$ cat src/hw/vop_pkg.sv
// Notes on behaviour
// - two-bit timing field picks line-locked, simplified capture or capture port; 11 invalid
// - format 0010 16-bit 4:2:2 half rate, 0011 8-bit full, 0100 12-bit 4:1:1
// - force bit set three-states pixel drivers; clear lets output enable pin decide
// - vbi pass-through set: only active video processed, lines 1-21 minimally filtered
// - range bit clear clamps to studio range; set allows whole accessible range
// - chroma blanking bit set blanks both colour-difference samples during vertical blanking
// - lock option set puts horizontal lock status on general output pin 0
// - flag timing bit: flags follow external input clock (0) or internal clock (1)
// - low enable drives outputs 0 and 1, high enable outputs 2 and 3
// - writing 1 to fifo reset bit resets the fifo, bit then clears itself
// - auto reset bit set resets the fifo at the end of every field
// - revision bit selects embedded codes for revision 3 (0) or revision 4 (1)
package vop_pkg;
  localparam int FIFO_DEPTH = 32;
  localparam int FIFO_AW = 5;
  localparam int PIX_W = 16;

  // register indices; byte address is four times the index
  localparam logic [7:0] IDX_OUTPUT_MODE = 8'h03;
  localparam logic [7:0] IDX_EXT_OUTPUT = 8'h04;
  localparam logic [7:0] IDX_GP_OUTPUT = 8'h05;
  localparam logic [7:0] IDX_FIFO_CTRL = 8'h07;
  localparam logic [7:0] IDX_STATUS = 8'h08;

  localparam logic [7:0] RST_OUTPUT_MODE = 8'h0c;
  localparam logic [7:0] RST_EXT_OUTPUT = 8'h0c;
  localparam logic [7:0] RST_GP_OUTPUT = 8'h00;
  localparam logic [4:0] RST_FIFO_MARGIN = 5'h04;
  localparam logic [2:0] EXT_RESERVED = 3'h6;

  // output mode register fields
  localparam int OM_TIMING_LSB = 0;
  localparam int OM_FORMAT_LSB = 2;
  localparam int OM_FORCE_TRI = 6;
  localparam int OM_VBI_PASS = 7;
  // extended output fields
  localparam int EX_RANGE = 0;
  localparam int EX_RSVD_LSB = 1;
  localparam int EX_EXTRA_LSB = 4;
  localparam int EX_REV4 = 7;
  // general output fields
  localparam int GP_BITS_LSB = 0;
  localparam int GP_EN_LOW = 4;
  localparam int GP_EN_HIGH = 5;
  localparam int GP_BLANK_C = 6;
  localparam int GP_LOCK_PIN0 = 7;
  // fifo control fields
  localparam int FC_MARGIN_LSB = 0;
  localparam int FC_MANUAL_RST = 5;
  localparam int FC_AUTO_RST = 6;
  localparam int FC_FLAG_TIMING = 7;

  localparam logic [1:0] TIM_LINE_LOCKED = 2'h0;
  localparam logic [1:0] TIM_SIMPLE_CAPTURE = 2'h1;
  localparam logic [1:0] TIM_CAPTURE = 2'h2;
  localparam logic [1:0] TIM_INVALID = 2'h3;
  localparam logic [3:0] FMT_16_422 = 4'h2;
  localparam logic [3:0] FMT_8_422 = 4'h3;
  localparam logic [3:0] FMT_12_411 = 4'h4;

  localparam logic [7:0] STUDIO_LO = 8'h10;
  localparam logic [7:0] STUDIO_Y_HI = 8'heb;
  localparam logic [7:0] STUDIO_C_HI = 8'hf0;
  localparam logic [7:0] FULL_LO = 8'h01;
  localparam logic [7:0] FULL_HI = 8'hfe;
  localparam logic [7:0] CHROMA_ZERO = 8'h80;

  typedef enum logic {PH_FIRST, PH_SECOND} vop_phase_type;
endpackage

$ cat src/hw/vop_fifo_if.sv
interface vop_fifo_if import vop_pkg::*; ();
  logic push;
  logic [PIX_W-1:0] push_data;
  logic pop;
  logic [PIX_W-1:0] pop_data;
  logic full;
  logic empty;
  logic flush;
  logic flag_tick;
  logic [4:0] margin;
  logic almost_empty;
  logic almost_full;
  logic half_full;
  modport owner (output push, push_data, pop, flush, flag_tick, margin,
                 input pop_data, full, empty, almost_empty, almost_full, half_full);
  modport fifo (input push, push_data, pop, flush, flag_tick, margin,
                output pop_data, full, empty, almost_empty, almost_full, half_full);
endinterface

$ cat src/hw/vop_mem.sv
module vop_mem #(
  parameter int W = 16,
  parameter int AW = 5
) (
  input wire logic clk_in,
  input wire logic rst_in,
  input wire logic wr_en_in,
  input wire logic [AW-1:0] wr_addr_in,
  input wire logic [W-1:0] wr_data_in,
  input wire logic [AW-1:0] rd_addr_in,
  output logic [W-1:0] rd_data_out
);
  logic [W-1:0] mem_q [0:(1<<AW)-1];

  always_ff @(posedge clk_in) begin
    if (wr_en_in) begin
      mem_q[wr_addr_in] <= wr_data_in;
    end
  end

  always_ff @(posedge clk_in or posedge rst_in) begin
    if (rst_in) begin
      rd_data_out <= '0;
    end else begin
      rd_data_out <= mem_q[rd_addr_in];
    end
  end
endmodule

$ cat src/hw/vop_fifo.sv
module vop_fifo import vop_pkg::*; #(
  parameter int DEPTH = FIFO_DEPTH,
  parameter int AW = FIFO_AW
) (
  input wire logic clk_in,
  input wire logic rst_in,
  vop_fifo_if.fifo port
);
  logic [AW-1:0] wr_ptr_q;
  logic [AW-1:0] rd_ptr_q;
  logic [AW:0] level_q;
  logic do_push;
  logic do_pop;

  assign port.full = (level_q == (AW+1)'(DEPTH));
  assign port.empty = (level_q == '0);
  assign do_push = port.push & ~port.full & ~port.flush;
  assign do_pop = port.pop & ~port.empty & ~port.flush;

  always_ff @(posedge clk_in or posedge rst_in) begin
    if (rst_in) begin
      wr_ptr_q <= '0;
      rd_ptr_q <= '0;
      level_q <= '0;
    end else if (port.flush) begin
      wr_ptr_q <= '0;
      rd_ptr_q <= '0;
      level_q <= '0;
    end else begin
      if (do_push) begin
        wr_ptr_q <= wr_ptr_q + 1'b1;
      end
      if (do_pop) begin
        rd_ptr_q <= rd_ptr_q + 1'b1;
      end
      if (do_push && !do_pop) begin
        level_q <= level_q + 1'b1;
      end else if (do_pop && !do_push) begin
        level_q <= level_q - 1'b1;
      end
    end
  end

  // flags only move on the selected timing tick or a flush, so they stay steady between ticks
  always_ff @(posedge clk_in or posedge rst_in) begin
    if (rst_in) begin
      port.almost_empty <= 1'b1;
      port.almost_full <= 1'b0;
      port.half_full <= 1'b0;
    end else if (port.flush) begin
      port.almost_empty <= 1'b1;
      port.almost_full <= 1'b0;
      port.half_full <= 1'b0;
    end else if (port.flag_tick) begin
      port.almost_empty <= (level_q <= (AW+1)'(port.margin));
      port.almost_full <= (level_q >= (AW+1)'(DEPTH) - (AW+1)'(port.margin));
      port.half_full <= (level_q >= (AW+1)'(DEPTH / 2));
    end
  end

  vop_mem #(.W(PIX_W), .AW(AW)) u_mem (
    .clk_in(clk_in),
    .rst_in(rst_in),
    .wr_en_in(do_push),
    .wr_addr_in(wr_ptr_q),
    .wr_data_in(port.push_data),
    .rd_addr_in(rd_ptr_q),
    .rd_data_out(port.pop_data)
  );
endmodule

$ cat src/hw/vop_top.sv
module vop_top import vop_pkg::*; (
  input wire logic clk_in,
  input wire logic rst_in,
  input wire logic [7:0] avs_address_in,
  input wire logic avs_read_in,
  input wire logic avs_write_in,
  input wire logic [31:0] avs_writedata_in,
  input wire logic [3:0] avs_byteenable_in,
  output logic [31:0] avs_readdata_out,
  output logic avs_waitrequest_out,
  input wire logic pix_valid_in,
  input wire logic [7:0] pix_luma_in,
  input wire logic [7:0] pix_chroma_in,
  input wire logic vbi_line_in,
  input wire logic field_end_in,
  input wire logic line_locked_tick_in,
  input wire logic internal_27m_tick_in,
  output logic pix_ready_out,
  input wire logic output_enable_n_in,
  input wire logic hlock_in,
  input wire logic external_input_clock_in,
  output logic [PIX_W-1:0] pixel_data_out,
  output logic pixel_valid_out,
  output logic pixel_oe_out,
  output logic filter_bypass_out,
  output logic embedded_rev4_out,
  output logic [2:0] extra_data_select_out,
  output logic [1:0] output_timing_select_out,
  output logic [3:0] general_output_bits_out,
  output logic [3:0] general_output_oe_out,
  output logic almost_empty_flag_out,
  output logic almost_full_flag_out,
  output logic half_full_flag_out
);
  vop_fifo_if fifo_bus ();

  // register file
  logic [7:0] out_mode_q;
  logic [7:0] ext_out_q;
  logic [7:0] gp_out_q;
  logic [4:0] fifo_margin_q;
  logic fifo_manual_reset_q;
  logic fifo_field_auto_reset_q;
  logic fifo_flag_timing_select_q;
  logic ack_q;
  logic [31:0] readdata_q;
  logic [7:0] reg_idx;
  logic req;
  logic wr_fire;
  logic [7:0] wbyte;
  logic [7:0] rd_mux;

  // pin synchronisers: oe_n, hlock, external clock
  logic [2:0] sync1_q;
  logic [2:0] sync2_q;
  logic ext_clk_prev_q;
  logic oe_n_s;
  logic hlock_s;
  logic ext_clk_rise;

  // pixel path
  logic [7:0] luma_lim;
  logic [7:0] chroma_lim;
  logic [7:0] lo_lim;
  logic [7:0] y_hi_lim;
  logic [7:0] c_hi_lim;
  vop_phase_type phase_q;
  logic load_q;
  logic have_c_q;
  logic [7:0] c_hold_q;
  logic pop_now;
  logic [3:0] fmt;
  logic capture_mode;

  assign req = avs_read_in | avs_write_in;
  assign avs_waitrequest_out = req & ~ack_q;
  assign reg_idx = {2'b00, avs_address_in[7:2]};
  assign wr_fire = avs_write_in & ack_q & avs_byteenable_in[0];
  assign wbyte = avs_writedata_in[7:0];
  assign avs_readdata_out = readdata_q;

  // one wait cycle lets read data settle in a register before it is taken
  always_ff @(posedge clk_in or posedge rst_in) begin
    if (rst_in) begin
      ack_q <= 1'b0;
    end else begin
      ack_q <= req & ~ack_q;
    end
  end

  always_comb begin
    rd_mux = 8'h00;
    case (reg_idx)
      IDX_OUTPUT_MODE: rd_mux = out_mode_q;
      IDX_EXT_OUTPUT: rd_mux = {ext_out_q[7:4], EXT_RESERVED, ext_out_q[0]};
      IDX_GP_OUTPUT: rd_mux = gp_out_q;
      IDX_FIFO_CTRL: rd_mux = {fifo_flag_timing_select_q, fifo_field_auto_reset_q,
                               fifo_manual_reset_q, fifo_margin_q};
      IDX_STATUS: rd_mux = {3'h0, fifo_bus.empty, hlock_s, fifo_bus.half_full,
                            fifo_bus.almost_full, fifo_bus.almost_empty};
      default: rd_mux = 8'h00;
    endcase
  end

  always_ff @(posedge clk_in or posedge rst_in) begin
    if (rst_in) begin
      readdata_q <= '0;
    end else if (avs_read_in && !ack_q) begin
      readdata_q <= {24'h000000, rd_mux};
    end
  end

  always_ff @(posedge clk_in or posedge rst_in) begin
    if (rst_in) begin
      out_mode_q <= RST_OUTPUT_MODE;
    end else if (wr_fire && reg_idx == IDX_OUTPUT_MODE) begin
      out_mode_q[OM_FORCE_TRI] <= wbyte[OM_FORCE_TRI];
      out_mode_q[OM_VBI_PASS] <= wbyte[OM_VBI_PASS];
      // the invalid timing code is refused so the port never runs undefined
      if (wbyte[OM_TIMING_LSB +: 2] != TIM_INVALID) begin
        out_mode_q[OM_TIMING_LSB +: 2] <= wbyte[OM_TIMING_LSB +: 2];
      end
      if (wbyte[OM_FORMAT_LSB +: 4] == FMT_16_422 || wbyte[OM_FORMAT_LSB +: 4] == FMT_8_422 ||
          wbyte[OM_FORMAT_LSB +: 4] == FMT_12_411) begin
        out_mode_q[OM_FORMAT_LSB +: 4] <= wbyte[OM_FORMAT_LSB +: 4];
      end
    end
  end

  always_ff @(posedge clk_in or posedge rst_in) begin
    if (rst_in) begin
      ext_out_q <= RST_EXT_OUTPUT;
    end else if (wr_fire && reg_idx == IDX_EXT_OUTPUT) begin
      // reserved bits are not stored; they always read back as their default
      ext_out_q <= {wbyte[7:4], EXT_RESERVED, wbyte[0]};
    end
  end

  always_ff @(posedge clk_in or posedge rst_in) begin
    if (rst_in) begin
      gp_out_q <= RST_GP_OUTPUT;
    end else if (wr_fire && reg_idx == IDX_GP_OUTPUT) begin
      gp_out_q <= wbyte;
    end
  end

  always_ff @(posedge clk_in or posedge rst_in) begin
    if (rst_in) begin
      fifo_margin_q <= RST_FIFO_MARGIN;
      fifo_field_auto_reset_q <= 1'b0;
      fifo_flag_timing_select_q <= 1'b0;
    end else if (wr_fire && reg_idx == IDX_FIFO_CTRL) begin
      fifo_margin_q <= wbyte[FC_MARGIN_LSB +: 5];
      fifo_field_auto_reset_q <= wbyte[FC_AUTO_RST];
      fifo_flag_timing_select_q <= wbyte[FC_FLAG_TIMING];
    end
  end

  // self-clearing: stands one cycle, flushes the fifo, then drops
  always_ff @(posedge clk_in or posedge rst_in) begin
    if (rst_in) begin
      fifo_manual_reset_q <= 1'b0;
    end else begin
      fifo_manual_reset_q <= wr_fire && reg_idx == IDX_FIFO_CTRL && wbyte[FC_MANUAL_RST];
    end
  end

  always_ff @(posedge clk_in or posedge rst_in) begin
    if (rst_in) begin
      sync1_q <= 3'h1;
      sync2_q <= 3'h1;
      ext_clk_prev_q <= 1'b0;
    end else begin
      sync1_q <= {external_input_clock_in, hlock_in, output_enable_n_in};
      sync2_q <= sync1_q;
      ext_clk_prev_q <= sync2_q[2];
    end
  end

  assign oe_n_s = sync2_q[0];
  assign hlock_s = sync2_q[1];
  assign ext_clk_rise = sync2_q[2] & ~ext_clk_prev_q;

  assign fifo_bus.flush = fifo_manual_reset_q | (fifo_field_auto_reset_q & field_end_in);
  assign fifo_bus.flag_tick = fifo_flag_timing_select_q ? internal_27m_tick_in : ext_clk_rise;
  assign fifo_bus.margin = fifo_margin_q;

  // intake: clamp codes, optionally blank chroma in blanking
  always_comb begin
    lo_lim = STUDIO_LO;
    y_hi_lim = STUDIO_Y_HI;
    c_hi_lim = STUDIO_C_HI;
    if (ext_out_q[EX_RANGE]) begin
      // 00 and ff stay reserved for the timing codes even in full range
      lo_lim = FULL_LO;
      y_hi_lim = FULL_HI;
      c_hi_lim = FULL_HI;
    end
    luma_lim = pix_luma_in;
    if (pix_luma_in < lo_lim) begin
      luma_lim = lo_lim;
    end else if (pix_luma_in > y_hi_lim) begin
      luma_lim = y_hi_lim;
    end
    chroma_lim = pix_chroma_in;
    if (pix_chroma_in < lo_lim) begin
      chroma_lim = lo_lim;
    end else if (pix_chroma_in > c_hi_lim) begin
      chroma_lim = c_hi_lim;
    end
    if (gp_out_q[GP_BLANK_C] && vbi_line_in) begin
      chroma_lim = CHROMA_ZERO;
    end
  end

  assign fifo_bus.push = pix_valid_in;
  assign fifo_bus.push_data = {luma_lim, chroma_lim};
  assign pix_ready_out = ~fifo_bus.full;

  // output formatter on the line-locked tick
  assign fmt = out_mode_q[OM_FORMAT_LSB +: 4];
  assign capture_mode = out_mode_q[OM_TIMING_LSB +: 2] == TIM_SIMPLE_CAPTURE ||
                        out_mode_q[OM_TIMING_LSB +: 2] == TIM_CAPTURE;
  // 8-bit pops on the first phase and sends chroma on the second; others pop at half rate
  assign pop_now = line_locked_tick_in & ~fifo_bus.empty &
                   ((fmt == FMT_8_422) ? (phase_q == PH_FIRST) : (phase_q == PH_SECOND));
  assign fifo_bus.pop = pop_now;

  always_ff @(posedge clk_in or posedge rst_in) begin
    if (rst_in) begin
      phase_q <= PH_FIRST;
    end else if (fifo_bus.flush) begin
      phase_q <= PH_FIRST;
    end else if (line_locked_tick_in) begin
      case (phase_q)
        PH_FIRST: phase_q <= PH_SECOND;
        PH_SECOND: phase_q <= PH_FIRST;
        default: phase_q <= PH_FIRST;
      endcase
    end
  end

  always_ff @(posedge clk_in or posedge rst_in) begin
    if (rst_in) begin
      load_q <= 1'b0;
    end else begin
      load_q <= pop_now & ~fifo_bus.flush;
    end
  end

  always_ff @(posedge clk_in or posedge rst_in) begin
    if (rst_in) begin
      pixel_data_out <= '0;
      c_hold_q <= 8'h00;
      have_c_q <= 1'b0;
      pixel_valid_out <= 1'b0;
    end else begin
      pixel_valid_out <= 1'b0;
      if (load_q) begin
        pixel_valid_out <= capture_mode;
        case (fmt)
          FMT_16_422: pixel_data_out <= fifo_bus.pop_data;
          FMT_8_422: begin
            pixel_data_out <= {8'h00, fifo_bus.pop_data[15:8]};
            c_hold_q <= fifo_bus.pop_data[7:0];
            have_c_q <= 1'b1;
          end
          FMT_12_411: pixel_data_out <= {4'h0, fifo_bus.pop_data[7:4],
                                         fifo_bus.pop_data[15:8]};
          default: pixel_data_out <= fifo_bus.pop_data;
        endcase
      end else if (have_c_q && line_locked_tick_in && phase_q == PH_SECOND) begin
        pixel_data_out <= {8'h00, c_hold_q};
        have_c_q <= 1'b0;
        pixel_valid_out <= capture_mode;
      end
    end
  end

  assign pixel_oe_out = ~out_mode_q[OM_FORCE_TRI] & ~oe_n_s;
  assign filter_bypass_out = out_mode_q[OM_VBI_PASS] & vbi_line_in;
  assign embedded_rev4_out = ext_out_q[EX_REV4];
  assign extra_data_select_out = ext_out_q[EX_EXTRA_LSB +: 3];
  assign output_timing_select_out = out_mode_q[OM_TIMING_LSB +: 2];

  assign general_output_bits_out = {gp_out_q[GP_BITS_LSB + 3], gp_out_q[GP_BITS_LSB + 2],
                                    gp_out_q[GP_BITS_LSB + 1],
                                    gp_out_q[GP_LOCK_PIN0] ? hlock_s
                                                           : gp_out_q[GP_BITS_LSB]};
  assign general_output_oe_out = {{2{gp_out_q[GP_EN_HIGH]}}, {2{gp_out_q[GP_EN_LOW]}}};

  // flags leave the chip only when a capture mode asks for them
  assign almost_empty_flag_out = capture_mode & fifo_bus.almost_empty;
  assign almost_full_flag_out = capture_mode & fifo_bus.almost_full;
  assign half_full_flag_out = capture_mode & fifo_bus.half_full;

  vop_fifo #(.DEPTH(FIFO_DEPTH), .AW(FIFO_AW)) u_fifo (
    .clk_in(clk_in),
    .rst_in(rst_in),
    .port(fifo_bus.fifo)
  );
endmodule

$ cat config.mk
export PLATFORM = sky130hd
export DESIGN_NAME = vop_top
export DESIGN_NICKNAME = d
export VERILOG_FILES = /design/src/hw/vop_pkg.sv /design/src/hw/vop_fifo_if.sv /design/src/hw/vop_mem.sv /design/src/hw/vop_fifo.sv /design/src/hw/vop_top.sv
export SDC_FILE = /design/constraint.sdc
export NUM_CORES = 1
export LEC_CHECK = 0
export BUFFER_PORTS_ARGS = -buffer_cell sky130_fd_sc_hd__buf_2
export CORE_ASPECT_RATIO = 0.9
export CORE_UTILIZATION = 49
export CTS_BUF_LIST = sky130_fd_sc_hd__clkbuf_8
export DETAILED_ROUTE_END_ITERATION = 12
export PLACE_DENSITY = 0.66
export SYNTH_ARGS = -nofsm -noshare
export SYNTH_HDL_FRONTEND = slang
export SYNTH_SLANG_ARGS = --single-unit
$ cat constraint.sdc
create_clock -name clk_in -period 3.99 [get_ports clk_in]
set_input_delay 0.1995 -clock clk_in [delete_from_list [all_inputs] [get_ports clk_in]]
set_output_delay 0.1995 -clock clk_in [all_outputs]
set_load 0.005 [all_outputs]
==> results.json, run 1 <==
{
  "cp_num_cells": 10,
  "yosysMostFrequentCell": "edfxtp_1",
  "cts_sinks": 620,
  "first_global_vias": 13600,
  "power_w": 0.0184,
  "via_count": 13200,
  "cts.root.buffer_cell": "clkbuf_8",
  "synth_seq_cells": 620,
  "io_pins": 142,
  "nFillCells": 3758,
  "worstSetupEndpoint": "u_fifo.level_q[5]$_DFFE_PP0P_",
  "power_frac_clock": 0.284,
  "fin_crit_ns": 3.53,
  "worstReg2RegEnd": "u_fifo.level_q[5]$_DFFE_PP0P_",
  "synth_edf_count": 512,
  "fp.dieW_microns": 242,
  "hold_viol_final": 0,
  "worst_pin_slew_ns": 1.26,
  "drt_iter0_drc": 1088,
  "critical_path_class": "flop to flop",
  "clockBufferDepth": 3,
  "fmax_mhz": 284,
  "fin_crit_sh": 0.884,
  "power-per-cell-area_mw_per_mm2": 637,
  "p_leak_nw": 10.3,
  "p_int_w": 0.0130,
  "swShare": 0.296,
  "synth_top_cell_area_share": 0.605,
  "track_usage": 0.222,
  "path_buf_inv": 0,
  "ir_drop_uv": 430,
  "synth_area_leader_cell": "edfxtp_1",
  "cp.required_ns": 4.55,
  "ant_nets": 0,
  "core_sq_mm": 0.0508,
  "io_buffer_count": 88,
  "drc": 0,
  "yosys_warnings": 0,
  "grt_max_degree": 78,
  "post_cts_buffers": 0,
  "hp-class": "input port to flop",
  "wl_per_cell_microns": 24.9,
  "clk_latency_ns": 0.68,
  "antenna_found_initial": 0,
  "synthFlopType": "edfxtp_1",
  "endpoint_kind": "flop",
  "via_per_inst": 5.78,
  "r2r_slack_ns": 0.46,
  "crit_chain": "nor4_1, a21boi_0, nand2_1, nand2_1, ha_1, a211oi_1, o21ai_0, a2111oi_0, mux2i_1, nand3_1",
  "path_delay_family": "compound AO/OA/AOI/OAI gates",
  "syn-cell-area_sq_mm": 0.0254,
  "crit_start": "u_fifo.level_q[5]$_DFFE_PP0P_",
  "wl_microns": 56600,
  "seqPwrFrac": 0.447,
  "comb_power_share": 0.269,
  "synthArstFlopShare": 0.174,
  "start_util": 0.500,
  "routabilityCongestion": 0.810,
  "synthCells": 1327,
  "htree_num_levels": 3,
  "setup_viol": 0,
  "tns_ns": 0,
  "nNetsFinal": 1624,
  "arrival_ns": 4.08,
  "syn_area_per_cell_sq_um": 19.1,
  "first_pass_iters": 7,
  "grt_pass1_wl_microns": 85100,
  "overflow": 0,
  "rsz0062_at_grt": "no",
  "slew-limit-headroom": 0.158,
  "cts_resized": 0,
  "clk_pin_slew_ns": 0.06,
  "ys_top_cells_by_count": "edfxtp_1 (512), mux4_2 (160), dfrtp_1 (102)",
  "skew_ns": 0.0322,
  "die_area_sq_mm": 0.0528,
  "crit_top_cell": "nand2_1",
  "critPathMaxFanout": 9,
  "numCtsBuffers": 97,
  "seq_area_frac_synth": 0.712,
  "critPathLaunchType": "flop",
  "p_sw_w": 0.00545,
  "slowest_delay_ns": 0.67,
  "drive_above_1_share": 0.336,
  "synth.distinct_cells": 70,
  "outcome": "complete, no violations",
  "synth_area_leaders": "edfxtp_1 (61%), mux4_2 (14%), dfrtp_1 (10%), mux2_2 (2.2%), ha_1 (1.4%)",
  "cts_tree": "done",
  "r2r_start": "u_fifo.level_q[5]$_DFFE_PP0P_",
  "final_core_util": 0.570,
  "chipHeight_microns": 218,
  "area_growth_pct": 14.0,
  "max_cap_violations": 0,
  "dpl.hpwl_microns": 33500,
  "drv_slew": 0,
  "ff2ff_path_depth": 10,
  "critPathSlowestCell": "a2111oi_0",
  "row_count": 78
}
==> worst min path at each step <==
stage	from	endpoint	cells past startpoint
finish	avs_read_in	avs_readdata_out[0]$_DFFE_PP0P_	4
global route	avs_address_in[3]	fifo_manual_reset_q$_DFF_PP0_	3
CTS	avs_address_in[3]	fifo_manual_reset_q$_DFF_PP0_	3
detailed placement	output_enable_n_in	sync1_q[0]$_DFF_PP1_	1
global placement	output_enable_n_in	sync1_q[0]$_DFF_PP1_	1
floorplan	output_enable_n_in	sync1_q[0]$_DFF_PP1_	0
==> what timing repair did <==
action / in CTS / in global routing
hold endpoints to repair: 114 / 0
hold buffers: 20 / 0
endpoints found under the setup margin: 0 / 0
==> layout by cell type (no fill, tap or decap), types with 7 or more instances in the layout <==
cell type,n
edfxtp_1,512
mux4_2,160
clkbuf_8,103
dfrtp_1,98
buf_2,88
inv_1,68
buf_4,55
mux2_2,49
nor2_1,41
nand2_1,38
nor2_2,30
ha_1,29
conb_1,24
o21ai_0,22
dlygate4sd3_1,20
a21oi_1,18
nand3_1,14
mux2i_1,13
clkinv_1,13
a22o_1,11
nor3_1,10
a222oi_1,9
xnor2_1,9
nand2b_1,8
and2_1,8
clkinv_2,8
xor2_1,7
bufinv_16,7
==> per-stage QoR <==
step	instances	hold WS (ns)	worst slack (ns)	area, sq um
3_3_place_gp	2083	0.309	0.678	26800
5_1_grt	2276	0.0689	0.158	29000
3_5_place_dp	2083	0.306	0.564	26800
6_report	2277	0.0832	0.464	29000
2_1_floorplan	1350	0.204	0.491	25500
4_1_cts	2276	0.0398	0.523	29000
==> cells by family (layout without fill, tap and decap cells) <==
| kind of cell | count (synthesis) | count (layout) | synth area share |
|---|---|---|---|
| compound gates | 113 | 113 | 0.0319 |
| buf+inv | 125 | 371 | 0.0255 |
| fa+ha+maj | 30 | 30 | 0.0151 |
| flops | 620 | 620 | 0.712 |
| xor+xnor | 16 | 16 | 0.00552 |
| simple gates | 196 | 196 | 0.0398 |
| mux | 226 | 226 | 0.170 |
| other cells | 1 | 25 | 0.000148 |
==> cell type report <==
cell class              count  area, sq um  area share
well taps                 680          851      0.0294
diodes                      1         2.50   0.0000864
clock buffers             103         1420      0.0490
inverters                  31          119     0.00410
multi-input cells         605         6850       0.237
repair buffers            167         1130      0.0391
clock inverters            70          490      0.0169
flip-flops and latches    620        18100       0.625
==> power groups by stage <==
stage | Sequential, W | Combinational, W | Clock (W)
floorplan | 0.00798 | 0.00379 | 0
global placement | 0.00835 | 0.00495 | 0
detailed placement | 0.00837 | 0.00499 | 0
CTS | 0.00825 | 0.00504 | 0.00536
global route | 0.00832 | 0.00535 | 0.00562
finish | 0.00824 | 0.00497 | 0.00524
==> routing by layer <==
metal	up-vias	GRT usage	wire length [microns]
li1	5701	-	-
met3	98	0.0445	3990
met5	-	0	0
met2	484	0.360	27500
met4	0	0.0745	1440
met1	6867	0.302	23700
==> sequential cells by signal, indices dropped and copies added (netlist names), 3 cells and up <==
name                      count
fifo_bus.margin               5
sync2_q                       3
u_fifo.wr_ptr_q               5
u_fifo.level_q                6
c_hold_q                      8
ext_out_q                     5
sync1_q                       3
pixel_data_out               16
out_mode_q                    8
u_fifo.rd_ptr_q               5
u_fifo.u_mem.mem_q          512
u_fifo.u_mem.rd_data_out     16
gp_out_q                      8
avs_readdata_out              8
==> worst reg2reg max path, delay by kind of cell (launching register included) <==
kind                       cells  cell delay, ns
muxes                          1            0.26
AOI/OAI and AO/OA              4            1.40
and+or+nand+nor                4            0.93
DFF                            1            0.47
adders and majority gates      1            0.34
Note: power is estimated with default switching activity, not from simulation.
==> run 2: changes to the inputs <==
CORE_ASPECT_RATIO = 0.75   (was 0.9)
clock period = 3.8 ns   (was 3.99 ns; I/O delays follow)
==> run 2 against run 1 <==
Worst hold slack barely moved. First-iteration DRC count rose by 30%. Total power increased by 4.6%. Largest power group unchanged.
==> results.json, run 2 (synthesis gave the netlist of run 1 again) <==
{
  "numCtsBuffers": 92,
  "grt_max_degree": 62,
  "die_area_sq_mm": 0.0528,
  "critical_path_class": "flop to flop",
  "first_pass_iters": 8,
  "area_growth_pct": 13.6,
  "nFillCells": 3814,
  "row_count": 71,
  "ir_drop_uv": 425,
  "power_w": 0.0193,
  "skew_ns": 0.0410,
  "drc": 0,
  "wl_microns": 57800,
  "nNetsFinal": 1626,
  "hold_viol_final": 0,
  "final_common_cell": "edfxtp_1",
  "p_leak_nw": 10.2,
  "wl_per_cell_microns": 25.6,
  "fin_crit_ns": 3.47,
  "max_cap_violations": 0,
  "power-per-cell-area_mw_per_mm2": 669,
  "drt_iter0_drc": 1409,
  "largest_reg_flops": 512,
  "setup_viol": 0,
  "fin_crit_sh": 0.914,
  "tns_ns": 0,
  "slew-limit-headroom": 0.181,
  "multi_input_area_sq_mm": 0.00687,
  "clk_latency_ns": 0.68,
  "rsz0062_at_grt": "no",
  "overflow": 0,
  "ant_nets": 0,
  "cts_tree": "done",
  "hp-class": "input port to flop",
  "dpl.hpwl_microns": 34700,
  "slowest_delay_ns": 0.52,
  "first_global_vias": 13600,
  "endpoint_kind": "flop",
  "post_cts_buffers": 0,
  "io_buffer_count": 88,
  "drive_above_1_share": 0.341,
  "clk_pin_slew_ns": 0.07,
  "io_pins": 142,
  "via_per_inst": 5.92,
  "routabilityCongestion": 0.850,
  "chipHeight_microns": 199,
  "critPathMaxFanout": 7,
  "worst_pin_slew_ns": 1.23,
  "start_util": 0.502,
  "outcome": "complete, no violations",
  "cts_sinks": 620,
  "cts.root.buffer_cell": "clkbuf_8",
  "regArea_sq_mm": 0.0181,
  "critPathSlowestCell": "a2111oi_0",
  "cp.required_ns": 4.34,
  "final_cell_mix": "edfxtp_1 (512), mux4_2 (160), dfrtp_1 (98)",
  "drv_slew": 0,
  "grt_pass1_wl_microns": 86700,
  "fp.dieW_microns": 265,
  "antenna_found_initial": 1,
  "track_usage": 0.227,
  "htree_num_levels": 3,
  "fmax_mhz": 288,
  "critPathLaunchType": "flop",
  "arrival_ns": 4.01,
  "crit_chain": "or2_2, o41ai_1, nor2_1, nand2_1, ha_1, a211oi_1, o21ai_0, a2111oi_0, mux2i_1, nand3_1",
  "via_count": 13300,
  "clockBufferDepth": 3,
  "regMostFlops": "u_fifo.u_mem.mem_q",
  "core_sq_mm": 0.0506,
  "diodes": 0,
  "layout_top_registers": "u_fifo.u_mem.mem_q (512), pixel_data_out (16), u_fifo.u_mem.rd_data_out (16)"
}
[run 2: changes by cell type in the layout (fill, tap and decap cells not counted), sizes merged]
| cell | delta |
|---|---|
| diode | -1 |
| clkinv | +11 |
| bufinv | -2 |
| buf | +7 |
| clkinvlp | -1 |
| clkbuf | -9 |
| inv | -5 |
[run 2: area by class of cell]
class,count,area share
Sequential cell,620,0.627
Multi-Input combinational cell,605,0.238
Clock buffer,94,0.0448
Timing Repair Buffer,174,0.0424
Tap cell,657,0.0285
Clock inverter,73,0.0155
Inverter,31,0.00412
[run 2: worst max-delay path, delay by kind of cell, from the launching register on]
kind,cells,cell delay (ns)
AO/OA/AOI/OAI,4,1.47
AND/OR/NAND/NOR,4,0.86
flip-flops,1,0.48
adder cells (fa/ha/maj),1,0.28
multiplexers,1,0.24
[run 2: final timing paths]
check | from | cells past startpoint | slack, ns | to
worst max-delay path | u_fifo.level_q[1]$_DFFE_PP0P_ | 10 | 0.33 | u_fifo.level_q[5]$_DFFE_PP0P_
worst min-delay path | avs_address_in[3] | 3 | 0.08 | fifo_manual_reset_q$_DFF_PP0_
worst max register to register | u_fifo.level_q[1]$_DFFE_PP0P_ | 10 | 0.33 | u_fifo.level_q[5]$_DFFE_PP0P_
worst min register to register | sync1_q[0]$_DFF_PP1_ | 0 | 0.36 | sync2_q[0]$_DFF_PP1_
max in group asynchronous | rst_in | 4 | 2.69 | sync1_q[0]$_DFF_PP1_
min in group asynchronous | rst_in | 3 | 0.20 | pixel_data_out[5]$_DFFE_PP0P_
[run 2: stage by stage]
stage	setup slack, ns	hold slack (ns)	instance area, sq um	std cells	utilization
floorplan	0.301	0.194	25500	1350	-
global placement	0.441	0.296	26900	2067	0.532
detailed placement	0.460	0.296	26900	2067	0.532
CTS	0.406	0.0144	28900	2254	0.570
global route	0.134	0.0578	28900	2254	0.570
finish	0.328	0.0832	28900	2254	0.570
[run 2: routing by layer]
| layer | part of all wire | GRT usage | vias to the layer above |
|---|---|---|---|
| met5 | 0 | 0 | - |
| met4 | 0.014 | 0.0535 | 0 |
| met3 | 0.085 | 0.0643 | 76 |
| met2 | 0.46 | 0.338 | 469 |
| met1 | 0.44 | 0.334 | 7083 |
| li1 | - | - | 5716 |
[run 2: repair_timing]
item                      in CTS  in global routing
hold buffers                  20                  0
gates resized for setup        0                  0
hold endpoints to repair      99                  0
[run 2: power by group]
| group | leakage, nW | switching [W] | internal, W | total [W] |
|---|---|---|---|---|
| clock network | 1.02 | 0.00252 | 0.00265 | 0.00517 |
| registers | 5.97 | 0.000725 | 0.00804 | 0.00877 |
| logic | 3.25 | 0.00264 | 0.00273 | 0.00537 |
| total | 10.2 | 0.00588 | 0.0134 | 0.0193 |
==> run 3: changes to the inputs <==
PLACE_DENSITY = 0.69   (was 0.66)
clock period = 3.15 ns   (was 3.8 ns; I/O delays follow)
==> run 3 against run 2 <==
Wire length down 2.5%. Core utilization about the same. Via count down 0.25%. Clock skew up 0.0031 ns. Sequential share of layout area down 0.054 points. Critical path depth unchanged. Cell count about the same. Largest cell class unchanged. Highest routed layer unchanged.
==> results.json, run 3 (synthesis gave the netlist of run 1 again) <==
{
  "htree_num_levels": 3,
  "ir_drop_uv": 490,
  "drv_slew": 0,
  "arrival_ns": 3.54,
  "dpl.hpwl_microns": 34900,
  "routabilityCongestion": 0.835,
  "postPlaceCellArea_sq_mm": 0.0270,
  "cts_tree": "done",
  "critical_path_class": "flop to flop",
  "fin_hold_ws_ns": 0.0700,
  "crit_top_cell": "nand2_1",
  "cts_sinks": 620,
  "fin_crit_ns": 2.99,
  "final_common_cell": "edfxtp_1",
  "wl_per_cell_microns": 25.0,
  "slowest_delay_ns": 0.53,
  "post-route-cell-area_sq_mm": 0.0289,
  "wl_microns": 56300,
  "drc": 0,
  "fin_crit_sh": 0.950,
  "power-per-cell-area_mw_per_mm2": 802,
  "io_buffer_count": 88,
  "antenna_found_initial": 0,
  "p_leak_nw": 10.2,
  "crit_chain": "and4bb_2, xor2_1, nand2_1, nand2_1, ha_1, a211oi_2, o21ai_0, a2111oi_2, mux2i_1, nand3_1",
  "io_pins": 142,
  "row_count": 71,
  "cp.required_ns": 3.70,
  "path_buf_inv": 0,
  "critPathSlowestCell": "dfstp_2",
  "chipHeight_microns": 199,
  "first_pass_iters": 5,
  "diodes": 0,
  "path_delay_family": "compound AO/OA/AOI/OAI gates",
  "hold_viol_final": 0,
  "layout_top_registers": "u_fifo.u_mem.mem_q (512), pixel_data_out (16), u_fifo.u_mem.rd_data_out (16)",
  "final_cell_mix": "edfxtp_1 (512), mux4_2 (160), dfrtp_1 (98), clkbuf_8 (98), buf_2 (88)",
  "die_area_sq_mm": 0.0528,
  "outcome": "complete, no violations",
  "clk_pin_slew_ns": 0.07,
  "via_per_inst": 5.90,
  "core_sq_mm": 0.0506,
  "drive_above_1_share": 0.347,
  "grt_pass1_wl_microns": 83800,
  "via_count": 13300,
  "cts.root.buffer_cell": "clkbuf_8",
  "grt_max_degree": 84,
  "skew_ns": 0.0440,
  "area_growth_pct": 13.7,
  "critPathMaxFanout": 5,
  "hp-class": "input port to flop",
  "overflow": 0,
  "critPathLaunchType": "flop",
  "drt_iter0_drc": 1587,
  "endpoint_kind": "flop",
  "worst_pin_slew_ns": 1.27,
  "nFillCells": 3745,
  "fmax_mhz": 334,
  "start_util": 0.502,
  "max_cap_violations": 0,
  "clockBufferDepth": 3,
  "first_global_vias": 13300,
  "numCtsBuffers": 90,
  "largest_reg_flops": 512,
  "fp.dieW_microns": 265,
  "regMostFlops": "u_fifo.u_mem.mem_q",
  "track_usage": 0.217,
  "slew-limit-headroom": 0.149,
  "dp.cells": 2073,
  "clk_latency_ns": 0.67,
  "nNetsFinal": 1633,
  "setup_viol": 0,
  "finalNonFillerCells": 2255,
  "ant_nets": 0,
  "tns_ns": 0
}
run 3: cell count changes in the layout (fill, tap and decap cells not counted), moves of 3 or more:
| cell | previous run | this run |
|---|---|---|
| inv_1 | 62 | 56 |
| buf_4 | 59 | 64 |
| clkbuf_8 | 94 | 98 |
| dlygate4sd3_1 | 20 | 23 |
| bufinv_16 | 5 | 1 |
run 3: what timing repair did:
item | in CTS | in global routing
gates resized for setup | 1 | 4
endpoints found under the setup margin | 1 | 1
hold endpoints to repair | 128 | 0
hold buffers | 23 | 0
buffers inserted | 0 | 0
gates cloned | 0 | 0
run 3: final timing paths:
check,start,end,slack [ns],cells past startpoint
min reg2reg,sync1_q[1]$_DFF_PP0_,sync2_q[1]$_DFF_PP0_,0.35,0
min,avs_address_in[7],avs_readdata_out[0]$_DFFE_PP0P_,0.07,4
max,out_mode_q[3]$_DFFE_PP1P_,u_fifo.level_q[5]$_DFFE_PP0P_,0.16,10
max in group asynchronous,rst_in,sync1_q[0]$_DFF_PP1_,2.00,4
max reg2reg,out_mode_q[3]$_DFFE_PP1P_,u_fifo.level_q[5]$_DFFE_PP0P_,0.16,10
min in group asynchronous,rst_in,pixel_data_out[9]$_DFFE_PP0P_,0.28,3
run 3: cell type report:
type / count / area [sq um] / area share
flip-flops and latches: 620 / 18100 / 0.626
multi-input cells: 605 / 6900 / 0.239
clock buffers: 98 / 1350 / 0.0467
repair buffers: 183 / 1310 / 0.0454
well taps: 657 / 822 / 0.0284
clock inverters: 61 / 307 / 0.0106
inverters: 31 / 119 / 0.00411
run 3: metal layers:
layer	part of all wire	GRT usage
met5	0	0
met4	0.014	0.0482
met3	0.081	0.0489
met2	0.45	0.322
met1	0.45	0.331
run 3: through the flow:
stage	utilization	power [W]	setup slack, ns
detailed placement	0.533	0.0173	0.00156
global route	0.571	0.0241	-0.0257
finish	0.571	0.0232	0.157
floorplan	-	0.0149	0.0510
global placement	0.533	0.0172	0.0181
CTS	0.570	0.0233	0.0393
run 3: worst register-to-register path, stage by stage (launching register included):
cell       delay (ns)
dfstp_2          0.53
and4bb_2         0.28
xor2_1           0.25
nand2_1          0.15
nand2_1          0.18
ha_1             0.29
a211oi_2         0.29
o21ai_0          0.18
a2111oi_2        0.44
mux2i_1          0.22
nand3_1          0.07
run 3: report_power, final:
part	internal (W)	switching, W	leakage [nW]
logic	0.00337	0.00351	3.29
registers	0.00971	0.000626	5.97
clock network	0.00296	0.00301	0.957
total	0.0160	0.00715	10.2
